File: config.mk
export PLATFORM = sky130hd
export DESIGN_NAME = rtc_status_flag_register
export DESIGN_NICKNAME = d
export VERILOG_FILES = /design/src/verilog/status_pkg.sv /design/src/verilog/rtc_status_flag_register.sv /design/src/verilog/sticky_flag.sv
export VERILOG_INCLUDE_DIRS = /design/src /design/src/verilog
export SDC_FILE = /design/constraint.sdc
export NUM_CORES = 1
export LEC_CHECK = 0
export BUFFER_PORTS_ARGS = -buffer_cell sky130_fd_sc_hd__buf_2
export CAP_MARGIN = 20
export CORE_MARGIN = 3
export CORE_UTILIZATION = 44
export DETAILED_ROUTE_END_ITERATION = 10
export PLACE_DENSITY = 0.89
export SYNTH_ARGS = -nofsm -noshare
export SYNTH_HDL_FRONTEND = slang
export SYNTH_SLANG_ARGS = --single-unit
File: constraint.sdc
create_clock -name clk -period 4.25 [get_ports clk]
set_input_delay 0.85 -clock clk [delete_from_list [all_inputs] [get_ports clk]]
set_output_delay 0.85 -clock clk [all_outputs]
set_load 0.02 [all_outputs]
File: src/verilog/status_map.svh
`ifndef STATUS_MAP_SVH
`define STATUS_MAP_SVH

// Register offset on the host register port
`define EVENT_STATUS_FLAGS_ADDR 8'h0e

// Bit positions
`define BIT_NVM_BUSY      7
`define BIT_CLKOUT_FLAG   6
`define BIT_SWITCH_FLAG   5
`define BIT_UPDATE_FLAG   4
`define BIT_TIMER_FLAG    3
`define BIT_ALARM_FLAG    2
`define BIT_EVENT_FLAG    1
`define BIT_POWER_FLAG    0

// Values
`define FLAG_SET          1'h1
`define FLAG_CLEAR        1'h0
`define BYTE_ZERO         8'h00

`endif

File: src/verilog/status_pkg.sv
package status_pkg;

    typedef logic [7:0] byte_type;

endpackage

File: src/verilog/rtc_status_flag_register.sv
`timescale 1ns/1ps
`include "status_map.svh"

module rtc_status_flag_register
(
    // Clock and reset
    input  wire logic                      clk,
    input  wire logic                      reset,
    // Register port
    input  wire logic [7:0]                reg_addr,
    input  wire logic                      reg_write,
    input  wire logic [7:0]                reg_wdata,
    input  wire logic                      reg_read,
    output status_pkg::byte_type           reg_rdata,
    output logic                           reg_rvalid,
    // Protection
    input  wire logic                      write_protected,
    // Event pulses and live busy level from core logic
    input  wire logic                      clock_output_event,
    input  wire logic                      supply_switchover_event,
    input  wire logic                      periodic_update_event,
    input  wire logic                      countdown_expiry_event,
    input  wire logic                      alarm_match_event,
    input  wire logic                      external_event,
    input  wire logic                      power_loss_event,
    input  wire logic                      nvm_transfer_active,
    // Flags for the interrupt logic
    output status_pkg::byte_type           flags
);

    ////////////////////////////////////////////////////////////////////////////
    // Decode

    logic                 hit;
    logic                 write_ok;
    status_pkg::byte_type set_vec;
    status_pkg::byte_type clr_vec;
    status_pkg::byte_type rst_vec;
    status_pkg::byte_type flag_vec;

    assign hit      = (reg_addr == `EVENT_STATUS_FLAGS_ADDR);
    // A blocked write is dropped silently; the host sees no error
    assign write_ok = reg_write && hit && !write_protected;

    always_comb
    begin
        set_vec = `BYTE_ZERO;
        set_vec[`BIT_CLKOUT_FLAG] = clock_output_event;
        set_vec[`BIT_SWITCH_FLAG] = supply_switchover_event;
        set_vec[`BIT_UPDATE_FLAG] = periodic_update_event;
        set_vec[`BIT_TIMER_FLAG]  = countdown_expiry_event;
        set_vec[`BIT_ALARM_FLAG]  = alarm_match_event;
        set_vec[`BIT_EVENT_FLAG]  = external_event;
        set_vec[`BIT_POWER_FLAG]  = power_loss_event;
        // Only zero bits clear; ones leave flags alone
        clr_vec = write_ok ? ~reg_wdata : `BYTE_ZERO;
        // Power flag comes up set; event flag taken as clear at power-on
        rst_vec = `BYTE_ZERO;
        rst_vec[`BIT_POWER_FLAG] = `FLAG_SET;
    end

    ////////////////////////////////////////////////////////////////////////////
    // Sticky flags, bits 6..0
    // Separate instances so each flag keeps its own name in a trace

    sticky_flag u_clock_output_flag
    (
        .clk         (clk),
        .reset       (reset),
        .reset_value (rst_vec[`BIT_CLKOUT_FLAG]),
        .set_pulse   (set_vec[`BIT_CLKOUT_FLAG]),
        .clear_pulse (clr_vec[`BIT_CLKOUT_FLAG]),
        .flag        (flag_vec[`BIT_CLKOUT_FLAG])
    );

    sticky_flag u_switchover_flag
    (
        .clk         (clk),
        .reset       (reset),
        .reset_value (rst_vec[`BIT_SWITCH_FLAG]),
        .set_pulse   (set_vec[`BIT_SWITCH_FLAG]),
        .clear_pulse (clr_vec[`BIT_SWITCH_FLAG]),
        .flag        (flag_vec[`BIT_SWITCH_FLAG])
    );

    sticky_flag u_update_flag
    (
        .clk         (clk),
        .reset       (reset),
        .reset_value (rst_vec[`BIT_UPDATE_FLAG]),
        .set_pulse   (set_vec[`BIT_UPDATE_FLAG]),
        .clear_pulse (clr_vec[`BIT_UPDATE_FLAG]),
        .flag        (flag_vec[`BIT_UPDATE_FLAG])
    );

    sticky_flag u_countdown_flag
    (
        .clk         (clk),
        .reset       (reset),
        .reset_value (rst_vec[`BIT_TIMER_FLAG]),
        .set_pulse   (set_vec[`BIT_TIMER_FLAG]),
        .clear_pulse (clr_vec[`BIT_TIMER_FLAG]),
        .flag        (flag_vec[`BIT_TIMER_FLAG])
    );

    sticky_flag u_alarm_flag
    (
        .clk         (clk),
        .reset       (reset),
        .reset_value (rst_vec[`BIT_ALARM_FLAG]),
        .set_pulse   (set_vec[`BIT_ALARM_FLAG]),
        .clear_pulse (clr_vec[`BIT_ALARM_FLAG]),
        .flag        (flag_vec[`BIT_ALARM_FLAG])
    );

    sticky_flag u_external_flag
    (
        .clk         (clk),
        .reset       (reset),
        .reset_value (rst_vec[`BIT_EVENT_FLAG]),
        .set_pulse   (set_vec[`BIT_EVENT_FLAG]),
        .clear_pulse (clr_vec[`BIT_EVENT_FLAG]),
        .flag        (flag_vec[`BIT_EVENT_FLAG])
    );

    sticky_flag u_power_flag
    (
        .clk         (clk),
        .reset       (reset),
        .reset_value (rst_vec[`BIT_POWER_FLAG]),
        .set_pulse   (set_vec[`BIT_POWER_FLAG]),
        .clear_pulse (clr_vec[`BIT_POWER_FLAG]),
        .flag        (flag_vec[`BIT_POWER_FLAG])
    );

    // Busy bit is read-only live state
    assign flag_vec[`BIT_NVM_BUSY] = nvm_transfer_active;

    ////////////////////////////////////////////////////////////////////////////
    // Read path and registered outputs

    logic                 read_hit;
    status_pkg::byte_type rdata_reg;
    status_pkg::byte_type rdata_next;
    logic                 rvalid_reg;
    logic                 rvalid_next;
    status_pkg::byte_type flags_reg;
    status_pkg::byte_type flags_next;

    // Reads ignore protection entirely
    assign read_hit = reg_read && hit;

    ////////////////////////////////////////////////////////////////////////////
    // Read data: zero unless the status address is read

    always_comb
    begin
        rdata_next = `BYTE_ZERO;
        if (read_hit)
        begin
            rdata_next = flag_vec;
        end
    end

    always_ff @(posedge clk)
    begin
        if (reset)
        begin
            rdata_reg <= `BYTE_ZERO;
        end
        else
        begin
            rdata_reg <= rdata_next;
        end
    end

    ////////////////////////////////////////////////////////////////////////////
    // Read strobe echo, answered for any address

    always_comb
    begin
        rvalid_next = reg_read;
    end

    always_ff @(posedge clk)
    begin
        if (reset)
        begin
            rvalid_reg <= `FLAG_CLEAR;
        end
        else
        begin
            rvalid_reg <= rvalid_next;
        end
    end

    ////////////////////////////////////////////////////////////////////////////
    // Status copy for the interrupt logic, one cycle late

    always_comb
    begin
        flags_next = flag_vec;
    end

    always_ff @(posedge clk)
    begin
        if (reset)
        begin
            flags_reg <= `BYTE_ZERO;
        end
        else
        begin
            flags_reg <= flags_next;
        end
    end

    assign reg_rdata  = rdata_reg;
    assign reg_rvalid = rvalid_reg;
    assign flags      = flags_reg;

endmodule

File: src/verilog/sticky_flag.sv
`timescale 1ns/1ps
`include "status_map.svh"

module sticky_flag
(
    // Clock and reset
    input  wire logic clk,
    input  wire logic reset,
    input  wire logic reset_value,
    // Event and clear
    input  wire logic set_pulse,
    input  wire logic clear_pulse,
    // State
    output logic      flag
);

    logic flag_reg;
    logic flag_next;

    always_comb
    begin
        flag_next = flag_reg;
        if (clear_pulse)
        begin
            flag_next = `FLAG_CLEAR;
        end
        // Set wins over a clear in the same cycle
        if (set_pulse)
        begin
            flag_next = `FLAG_SET;
        end
    end

    always_ff @(posedge clk)
    begin
        if (reset)
        begin
            flag_reg <= reset_value;
        end
        else
        begin
            flag_reg <= flag_next;
        end
    end

    assign flag = flag_reg;

endmodule
# Word-level counts from Yosys, hierarchy flattened
# Cells that the tools add are included.
# classes
n_eq_ne	1
bitwise_logic	2
n_mux	13
reduce_logical	12
# ops
operator	n
two-way mux 1 bit	12
nonzero test 2 bit	6
equality test 8 x 4 -> 1 bit, second input constant	1
two-way mux 7 bit	1
NOT 7 bit	1
OR reduction 2 bit	2
logical AND 1 bit	3
logical NOT 1 bit	1
NOT 1 bit	1
# word_totals
inputBits	29
output_inout_bits	17
regBits	24

# Longest topological paths before layout
# Gate-level depths: netlist (run 1).
# logic_depth
word_depth	6
mapped_depth	3
mapped_depth_nobuf	3

# Hierarchy
# From an unflattened synthesis (run 1), not the netlist that was laid out.
# hier_totals
hier_cells	80
area_unflattened_um2	975.9
# modules_own_cells
module	area_per_inst_um2	cells_each	seq_area_each_um2	n_inst
rtc_status_flag_register	643.1	59	340.3	1
sticky_flag	47.5	3	30.0	7

# Least setup slack after synthesis (run 1)
# OpenSTA, ideal clock, no wires.
# synth_timing
path_kind	input -> register
start	input reg_addr[7]
end	register u_power_flag.flag_reg, in the netlist u_power_flag.flag
path_buffers	0
path_slack_ps	2307
required_ps	4127
arrival_ps	1820
path_stages	3
path_cell_list	or4_4 -> o41ai_1 -> nand2_1
# synth_between
elab_chain_cells	4
# synth_lines
element	line	text
start: declaration	rtc_status_flag_register.sv:10	input wire logic [7:0] reg_addr,
equality test 8 x 4 -> 1 bit (no line)	--	
logical AND 1 bit (2 in a row)	rtc_status_flag_register.sv:43	assign write_ok = reg_write && hit && !write_protected;
two-way mux 7 bit (no line)	--	
end signal: assignment	sticky_flag.sv:38	flag_reg <= reset_value;
end signal: assignment	sticky_flag.sv:42	flag_reg <= flag_next;
end: declaration	sticky_flag.sv:17	logic flag_reg;
# No other way between the ends.
# A chain may end at the register's enable or synchronous reset.

# Worst setup path in the final report (run 1)
# layout_timing
start	input reg_addr[7]
end	register rdata_reg[6], in the netlist reg_rdata[6]
# layout_between
elab_chain_cells	4
# layout_lines
element	line	text
equality test 8 x 4 -> 1 bit (no line)	--	
logical AND 1 bit	rtc_status_flag_register.sv:151	assign read_hit = reg_read && hit;
NOT 1 bit (no line)	--	
OR reduction 2 bit (no line)	--	
end signal: assignment	rtc_status_flag_register.sv:169	rdata_reg <= `BYTE_ZERO;
end signal: assignment	rtc_status_flag_register.sv:173	rdata_reg <= rdata_next;
end: declaration	rtc_status_flag_register.sv:143	status_pkg::byte_type rdata_reg;
# No other way between the ends.

==> metrics.txt, run 1 <==
outcome completed; Layout Cells excl Fill 132; clock tree buffer depth 2; final count of hold timing violations 0; DRT Pass-1 Iters 2; fin crit period around 1800 ps; crit start category input port; Crit path largest cell delay around 570 ps; Die ar. ~2300 um2; final number of setup-violating endpoints 0; crit end category flip-flop; first-pass GRT wire length 2090 um; RSZ-0062 raised after global routing false; layout cells sized above 1 44.8%; Critical-path top delay cell or4_4; DIE HEIGHT ~48 um; CTS HTree Levels 1; root buf cell clkbuf_4; WHS between 400 and 500 ps; Routed WL per cell 10.6 um; Buffers on Ports 44; headroom to the max-slew limit 74.2%; Top-Level Pins 46; setup_tns 0 ps; synth warn 0; met2 usage roughly 22%; Fillers roughly 140; grt met3 use 3.38%; period utilization a little over two fifths; DR vias about 610; Post-Syn Area 768 um2; VDD IR max between 150 and 200 uV; DRC errors left 0; Placer Congestion 0.659; #FFs+latches synth 24; Detail Route Antenna Nets 0; synthesis-to-layout area growth 35.5%; Final Net Count 146; Avg Inst Size Synth 11.1 um2; # diodes 0; Synth Net Count just under 100; PwrDens around 370 nW/um2; cts bufs inserted 3; clock skew 4.39 ps; Syn Inst Count slightly below 70; Leak ~0.53 nW; Most Used Layer, Global Route met2; met1 Usage GRT between 10% and 20%; gr ovfl total 0; worst skew pair latency around 310 ps; Die Wd ~48 um; sinks on the clock net 24; Peak Freq about 540 MHz; Post-CTS Setup Repair Bufs 0; WL final between 1000 and 1500 um; vias in the first global route about 500; CTS tree done; CP Cell Sequence buf_2 -> or4_4 -> nor4_4 -> and2_1; reg2reg setup slack between 3000 and 4000 ps; initial antenna violation count 0; synth unique cells 14; core area roughly 1600 um2; Clock transition at path regs approximately 110 ps; DR vias/cell between 4 and 5; CP required approximately 4500 ps; crit path DAT between 2000 and 2500 ps; Total GRT Usage a little over an eighth; FP Rows 14; Seq/Total Area, Yosys around 63%; Post-Place Cells ~130; pin count of the biggest net entering global routing 18; post-CTS resize count 0; crit path max fanout 8; max_cap viols 0; Starting Density 48.7%; Hold Buf Count CTS 0; worst min path class flip-flop to flip-flop; max-slew violations 0; First DRT Iteration DRCs 3; CP Class input port to flip-flop; Worst-Margin Slew 384 ps
-- worst max-delay path: cells and delay by family --
kind                   cells  cell delay (ps)
and+or+nand+nor            3             1140
buffers and inverters      1               90
-- cells by family (layout without fill, tap and decap cells) --
group           Yosys count  after routing  share of synthesized area [%]
buf+inv                   2             49                          0.976
compound gates            7              7                           7.00
flops                    24             24                           62.5
simple gates             36             36                           29.5
-- through the flow --
step | total power, mW | area, um2 | utilization, % | worst slack, ps
final | 0.387 | 1040 | 66.0 | 2410
after global routing | 0.407 | 1040 | 66.0 | 2340
after CTS | 0.393 | 1040 | 66.0 | 2380
after detailed placement | 0.279 | 1000 | 63.7 | 2050
after global placement | 0.278 | 1000 | 63.7 | 2090
after floorplan | 0.259 | 768 | - | 2310
-- cell usage after synthesis, drive strengths merged --
| master | n | share of area, % |
|---|---|---|
| dfxtp | 24 | 63 |
| nor2 | 14 | 6.8 |
| and2 | 8 | 6.5 |
| nor2b | 8 | 6.5 |
| a211oi | 6 | 5.9 |
| clkbuf | 1 | 0.49 |
| inv | 1 | 0.49 |
| nand2 | 1 | 0.49 |
| nand2b | 1 | 0.81 |
| nand4b | 1 | 2.0 |
| nor3 | 1 | 2.1 |
| nor4 | 1 | 2.8 |
| o41ai | 1 | 1.1 |
| or4 | 1 | 1.5 |
-- power breakdown --
group	total, mW	switching (mW)	leakage (nW)	internal (mW)
clock	0.113	0.0611	0.0210	0.0523
sequential	0.236	0.00297	0.197	0.233
combinational	0.0373	0.0193	0.309	0.0180
-- metal layers --
layer	share of wire [%]	routed length (um)
met3	7.9	110
met2	47	665
met1	41	574
met4	3.6	51
met5	0	0
-- area by class of cell --
type | count | area (um2) | share of cell area (%)
timing repair buffer | 44 | 220 | 21.2
tap | 16 | 20.0 | 1.92
multi-input combinational | 43 | 280 | 26.9
clock buffer | 4 | 36.3 | 3.49
inverter | 1 | 3.75 | 0.361
sequential | 24 | 480 | 46.2
-- worst paths after layout --
kind	start	to	cells past startpoint
setup / recovery	reg_addr[7]	reg_rdata[6]$_SDFF_PP0_	4
hold reg to reg	u_power_flag.flag$_SDFFE_PP1P_	u_power_flag.flag$_SDFFE_PP1P_	2
setup reg to reg	u_alarm_flag.flag$_SDFFE_PP0P_	u_alarm_flag.flag$_SDFFE_PP0P_	2
hold / removal	u_power_flag.flag$_SDFFE_PP1P_	u_power_flag.flag$_SDFFE_PP1P_	2
-- cell usage in the layout (no fill, tap or decap), drive strengths merged --
cell type	instances
inv	1
dfxtp	24
or4	1
nand4b	1
clkbuf	4
a211oi	6
nand2b	1
nor4	1
nor3	1
and2	8
nor2	14
nor2b	8
nand2	1
buf	44
o41ai	1
(Power assumes the default switching activity.)
==> run 2: changes to the inputs <==
--- a/config.mk
+++ b/config.mk
@@ -6,12 +6,13 @@
 export SDC_FILE = /design/constraint.sdc
 export NUM_CORES = 1
 export LEC_CHECK = 0
+export ABC_AREA = 1
 export BUFFER_PORTS_ARGS = -buffer_cell sky130_fd_sc_hd__buf_2
 export CAP_MARGIN = 20
 export CORE_MARGIN = 3
-export CORE_UTILIZATION = 44
+export CORE_UTILIZATION = 42
 export DETAILED_ROUTE_END_ITERATION = 10
-export PLACE_DENSITY = 0.89
+export PLACE_DENSITY = 0.84
 export SYNTH_ARGS = -nofsm -noshare
 export SYNTH_HDL_FRONTEND = slang
 export SYNTH_SLANG_ARGS = --single-unit
==> constraint.sdc (replaced) <==
create_clock -name clk -period 1.8 [get_ports clk]
set_input_delay 0.36 -clock clk [delete_from_list [all_inputs] [get_ports clk]]
set_output_delay 0.36 -clock clk [all_outputs]
set_load 0.02 [all_outputs]
==> run 2 against run 1 <==
  * Synthesized area grew 7.7%
  * First-iteration DRC count rose to 4.7 times the previous value
  * Non-clock buffer count unchanged
  * Critical path depth shrank 3
  * Clock power rose to 3.3 times the previous value
==> metrics.txt, run 2 <==
CTS HTree Levels 1 (unchanged); Worst-Margin Slew 439 ps (+54.4 ps); max-slew violations 0 (unchanged); synth warn 0 (unchanged); Post-Synth Adder-Cell Area 0% (unchanged); gr ovfl total 0 (unchanged); fin crit period ~1200 ps; final number of setup-violating endpoints 0 (unchanged); Yosys top cell by area dfxtp_1; DR vias 741 (+22%); synth unique cells 10 (-4); sinks on the clock net 24 (unchanged); CP Class flip-flop to primary output; final count of hold timing violations 0 (unchanged); Placer Congestion 0.791 (+20%); # diodes 0 (unchanged); Seq/Total Area, Yosys 58.1% (-4.4 points); vias in the first global route 673 (+34%); DRT Pass-1 Iters 5 (+3); combinational power share 10.6% (+1.0 points); cts bufs inserted 3 (unchanged); root buf cell clkbuf_4; commonest non-fill, non-tap cell in the layout buf_2; crit path DAT 810 ps (-1280 ps); worst min path class input port to flip-flop; Post-Synth Simple-Gate Area 30.9% (+1.4 points); DRC errors left 0 (unchanged); DIE HEIGHT 50.4 um (+5.4%); Detail Route Antenna Nets 0 (unchanged); Total GRT Usage 14.0% (+0.40 points); WP buf/inv 1 (unchanged); post-synthesis mux area share 0% (unchanged); core area 1780 um2 (+13%); Compound-Gate Fraction of Synth Area 0% (-7.0 points); synthesis-to-layout area growth 36.2%; Starting Density 46.4% (-2.3 points); total design power 1.05 mW (+170%); Peak Freq between 800 and 900 MHz; placed wire-length estimate 1340 um; Crit path largest cell delay 350 ps (-220 ps); Psw 0.220 mW (+160%); #FFs+latches synth 24 (unchanged); Clock Power Share 35.6% (+6.3 points); worst skew pair latency 300 ps (about the same); VDD IR max 478 uV (+200%); sequential share of power 53.8% (-7.3 points); clock tree buffer depth 2 (unchanged); setup_tns 0 ps (unchanged); Switching Share 21.0% (-0.50 points); layout cells sized above 1 37.2% (-7.7 points); first-pass GRT wire length 2700 um (+29%); max_cap viols 0 (unchanged); Synth area leaders dfxtp_1 58%, inv_1 10%, nand2_1 10%; async set or reset register ratio after synthesis 0% (unchanged); Yosys top cell area share 58.1% (-4.4 points); number of synthesized flops with an enable pin 0 (unchanged); Final Net Count 178 (+22%); Post-Syn Area 827 um2 (+7.7%); PwrDens 929 nW/um2 (+150%); XOR/XNOR Fraction of Synth Area 0% (unchanged); RSZ-0062 raised after global routing false; Avg Inst Size Synth 8.19 um2 (-26%); Clock transition at path regs 130 ps (+20 ps); Synth Flop Type dfxtp_1; Internal 0.826 mW (+170%); most frequent cells in the layout 44 x buf_2, 24 x dfxtp_1, 23 x inv_1, 23 x nand2_1, 16 x nor2_1; Routed WL per cell 9.47 um (-11%); Critical-path top delay cell dfxtp_1; CP Cell Sequence buf_2; WL final 1640 um (+17%); Die Wd 50.4 um (+5.4%); Top-Level Pins 46 (unchanged); Leak 0.653 nW (+24%); outcome completed; post-CTS resize count 0 (unchanged); DR vias/cell 4.28 (-7.0%); FP Rows 15 (+1); headroom to the max-slew limit 70.6% (-3.5 points); top post-synthesis cells by count 24 x dfxtp_1, 23 x inv_1, 23 x nand2_1; pin count of the biggest net entering global routing 15 (-3); CP required 1440 ps (-3060 ps); Hold Buf Count CTS 0 (unchanged); Synth Net Count 130 (+33%); largest family of logic cells by synthesized area simple AND/OR/NAND/NOR gates; clock skew 7.84 ps (+3.44 ps); crit path max fanout 1 (-7); initial antenna violation count 0 (unchanged); period utilization between 60% and 70%; most frequent cell after synthesis dfxtp_1; Syn Inst Count 101 (+46%); Post-CTS Setup Repair Bufs 0 (unchanged); crit end category primary output; Crit path max-delay family flip-flops; Buffers on Ports 44 (unchanged); First DRT Iteration DRCs 14 (+11); crit start category flip-flop; Fillers 155 (+13%); Die ar. 2540 um2 (+11%); CTS tree done
[run 2: changes by cell type after synthesis, moves of 2 or more]
cell      change
nor2_4        +2
nor2_2        +3
nand4_1       +7
nor2_1        +2
inv_1        +22
a211oi_1      -6
nand2_1      +22
and2_1        -8
nor2b_1       -8
[run 2: cells by family (layout without fill, tap and decap cells)]
group / after synthesis / after routing
buffers and inverters: 24 / 71
flip-flops: 24 / 24
AND/OR/NAND/NOR: 53 / 53
[run 2: layout make-up]
cell class	instances	area, um2	area share [%]
sequential	24	480	42.7
timing repair buffer	44	220	19.6
multi-input combinational	53	255	22.7
clock buffer	3	22.5	2.00
clock inverter	1	30.0	2.67
inverter	23	86.3	7.67
tap	25	31.3	2.78
[run 2: per-stage QoR]
stage                     utilization [%]  instances  hold slack (ps)  instance area [um2]  setup WS (ps)
after floorplan                         -        101              417                  827            836
after global placement               60.2        169              420                 1070            616
after detailed placement             60.2        169              431                 1070            582
after CTS                            63.2        173              227                 1130            621
after global routing                 63.2        173              235                 1130            581
final                                63.2        173              232                 1130            631
[run 2: power groups by stage]
stage          sequential [mW]  combinational [mW]  clock, mW
2_1_floorplan            0.591              0.0461          0
3_3_place_gp             0.573               0.109          0
3_5_place_dp             0.575               0.112          0
4_1_cts                  0.563               0.113      0.380
5_1_grt                  0.565               0.126      0.404
6_report                 0.562               0.111      0.372
[run 2: metal layers]
layer  GRT usage, %  wire (um)  vias up  share of wire (%)
met2           23.7        791       37                 48
met5              0          0        -                  0
met3           3.26        175        2                 11
li1               -          -      389                  -
met4           6.73         21        0                1.3
met1           16.6        649      313                 40
[run 2: final timing paths]
path	from	endpoint	slack, ps	cells after the start
worst max-delay path	reg_rvalid$_SDFF_PP0_	reg_rvalid	630	1
worst min-delay path	power_loss_event	u_power_flag.flag$_SDFFE_PP1P_	230	3
worst max register to register	u_switchover_flag.flag$_SDFFE_PP0P_	u_switchover_flag.flag$_SDFFE_PP0P_	1140	4
worst min register to register	u_alarm_flag.flag$_SDFFE_PP0P_	reg_rdata[2]$_SDFF_PP0_	440	2
==> run 3: changes to the inputs <==
--- a/config.mk
+++ b/config.mk
@@ -10,9 +10,9 @@
 export BUFFER_PORTS_ARGS = -buffer_cell sky130_fd_sc_hd__buf_2
 export CAP_MARGIN = 20
 export CORE_MARGIN = 3
-export CORE_UTILIZATION = 42
+export CORE_UTILIZATION = 38
 export DETAILED_ROUTE_END_ITERATION = 10
-export PLACE_DENSITY = 0.84
+export PLACE_DENSITY = 0.81
 export SYNTH_ARGS = -nofsm -noshare
 export SYNTH_HDL_FRONTEND = slang
 export SYNTH_SLANG_ARGS = --single-unit
==> constraint.sdc (replaced) <==
create_clock -name clk -period 0.98 [get_ports clk]
set_input_delay 0.196 -clock clk [delete_from_list [all_inputs] [get_ports clk]]
set_output_delay 0.196 -clock clk [all_outputs]
set_load 0.02 [all_outputs]
==> run 3 against run 2 <==
  * Critical path depth did not move
  * Critical path type unchanged
  * Clock skew shrank 7.0 ps
  * Largest power group unchanged
  * Clock power grew 33%
  * Combinational power rose by 110%
  * Die area is 9.2% higher
  * Final area rose by 11%
  * Highest routed layer unchanged
  * Critical endpoint unchanged
  * Wire length is 3.4% higher
==> metrics.txt, run 3 (synthesis gave the netlist of run 2 again) <==
pin count of the biggest net entering global routing 14 (-1); PwrDens 1410 nW/um2 (+52%); setup_tns 0 ps (unchanged); clock tree buffer depth 2 (unchanged); final number of setup-violating endpoints 0 (unchanged); root buf cell clkbuf_4; Layout Cells excl Fill 177 (+2.3%); fin crit period around 960 ps; most frequent cells in the layout 27 x buf_2, 23 x inv_1, 23 x nand2_1, 17 x dfxtp_2, 17 x buf_6; gr ovfl total 0 (unchanged); Starting Density 41.3% (-5.1 points); final count of hold timing violations 0 (unchanged); CP Cell Sequence buf_6; Final Net Count 180 (+1.1%); period utilization around 98%; # diodes 0 (unchanged); Post-Place Cells 173 (+2.4%); initial antenna violation count 0 (unchanged); Placer Congestion 0.657 (-17%); crit path DAT 760 ps (-50 ps); headroom to the max-slew limit 83.6% (+13 points); CTS tree done; Routed WL per cell 9.56 um (+1.0%); First DRT Iteration DRCs 2 (-12); Leak 0.679 nW (+4.0%); worst skew pair latency 300 ps (about the same); Critical-path top delay cell dfxtp_2; multi-input logic area 255 um2 (unchanged); core area 2000 um2 (+12%); placed wire-length estimate 1320 um (-1.4%); CTS HTree Levels 1 (unchanged); cts bufs inserted 3 (unchanged); commonest non-fill, non-tap cell in the layout buf_2; max_cap viols 0 (unchanged); Worst-Margin Slew 245 ps (-193 ps); FP Rows 16 (+1); max-slew violations 0 (unchanged); DRC errors left 0 (unchanged); Top-Level Pins 46 (unchanged); DR vias/cell 4.24 (-0.94%); Fillers 173 (+12%); WP buf/inv 1 (unchanged); register area 502 um2 (+4.4%); Die ar. 2770 um2 (+9.2%); layout cells sized above 1 49.3% (+12 points); Clock transition at path regs 120 ps (about the same); crit path max fanout 1 (unchanged); outcome completed; clock skew 0.875 ps (-6.96 ps); DR vias 751 (+1.3%); Die Wd 52.7 um (+4.5%); WHS 72.8 ps (-159 ps); CP required 780 ps (-660 ps); RSZ-0062 raised after global routing true; Hold Buf Count CTS 0 (unchanged); Setup WS pre-CTS -36.3 ps (-618 ps); DP Area 1090 um2 (+1.6%); sinks on the clock net 24 (unchanged); DIE HEIGHT 52.7 um (+4.5%); first-pass GRT wire length 2680 um (-0.74%); Worst Setup Slack, final 22.4 ps (-609 ps); crit end category primary output; Detail Route Antenna Nets 0 (unchanged); Post-CTS Setup Repair Bufs 0 (unchanged); Total GRT Usage 13.7% (-0.33 points); cell area after layout 1250 um2 (+11%); synthesis-to-layout area growth 51.7%; WL final 1690 um (+3.4%); Crit path largest cell delay 340 ps (about the same); worst min path class input port to flip-flop; vias in the first global route 673 (unchanged); Crit path max-delay family flip-flops; CP Class flip-flop to primary output; VDD IR max 585 uV (+22%); Peak Freq 1040 MHz; Buffers on Ports 44 (unchanged); DRT Pass-1 Iters 4 (-1); crit start category flip-flop
## run 3: cell types whose count changed in the layout (fill, tap and decap cells not counted)
cell / previous run / this run
buf_2: 44 / 27
buf_4: 0 / 2
buf_6: 0 / 17
bufinv_16: 1 / 0
clkbuf_8: 0 / 1
dfxtp_1: 24 / 7
dfxtp_2: 0 / 17
## run 3: stage by stage
step / util [%] / total power [mW]
floorplan: - / 1.17
global placement: 54.5 / 1.26
detailed placement: 54.5 / 1.27
CTS: 58.8 / 1.77
global route: 62.7 / 1.88
finish: 62.7 / 1.77
## run 3: per-layer routing
metal  up-vias  global-route usage [%]  routed length (um)
met4         0                    7.66                  17
met3         2                    3.99                 149
li1        395                       -                   -
met1       315                    14.2                 662
met5         -                       0                   0
met2        39                    24.2                 863
## run 3: what timing repair did
item                                   4_1_cts  5_1_grt
endpoints found under the hold margin        0        0
setup endpoints to repair                   14       17
gates resized for setup                     20       31
## run 3: report_power, final
part,total (mW),switching [mW],internal (mW)
Sequential,1.04,0.0155,1.03
Clock,0.496,0.270,0.226
Combinational,0.237,0.123,0.114
Total,1.77,0.408,1.37
## run 3: cell type report
cell class	count	share of cell area [%]
inverters	23	6.88
flip-flops and latches	24	40.0
well taps	27	2.69
clock buffers	4	2.89
repair buffers	46	27.2
multi-input cells	53	20.3
## run 3: worst paths after layout
path | startpoint | end | slack (ps) | cells past startpoint
hold reg to reg | u_countdown_flag.flag$_SDFFE_PP0P_ | reg_rdata[3]$_SDFF_PP0_ | 430 | 2
setup / recovery | reg_rvalid$_SDFF_PP0_ | reg_rvalid | 20 | 1
setup reg to reg | u_clock_output_flag.flag$_SDFFE_PP0P_ | u_clock_output_flag.flag$_SDFFE_PP0P_ | 300 | 4
hold / removal | power_loss_event | u_power_flag.flag$_SDFFE_PP1P_ | 70 | 3
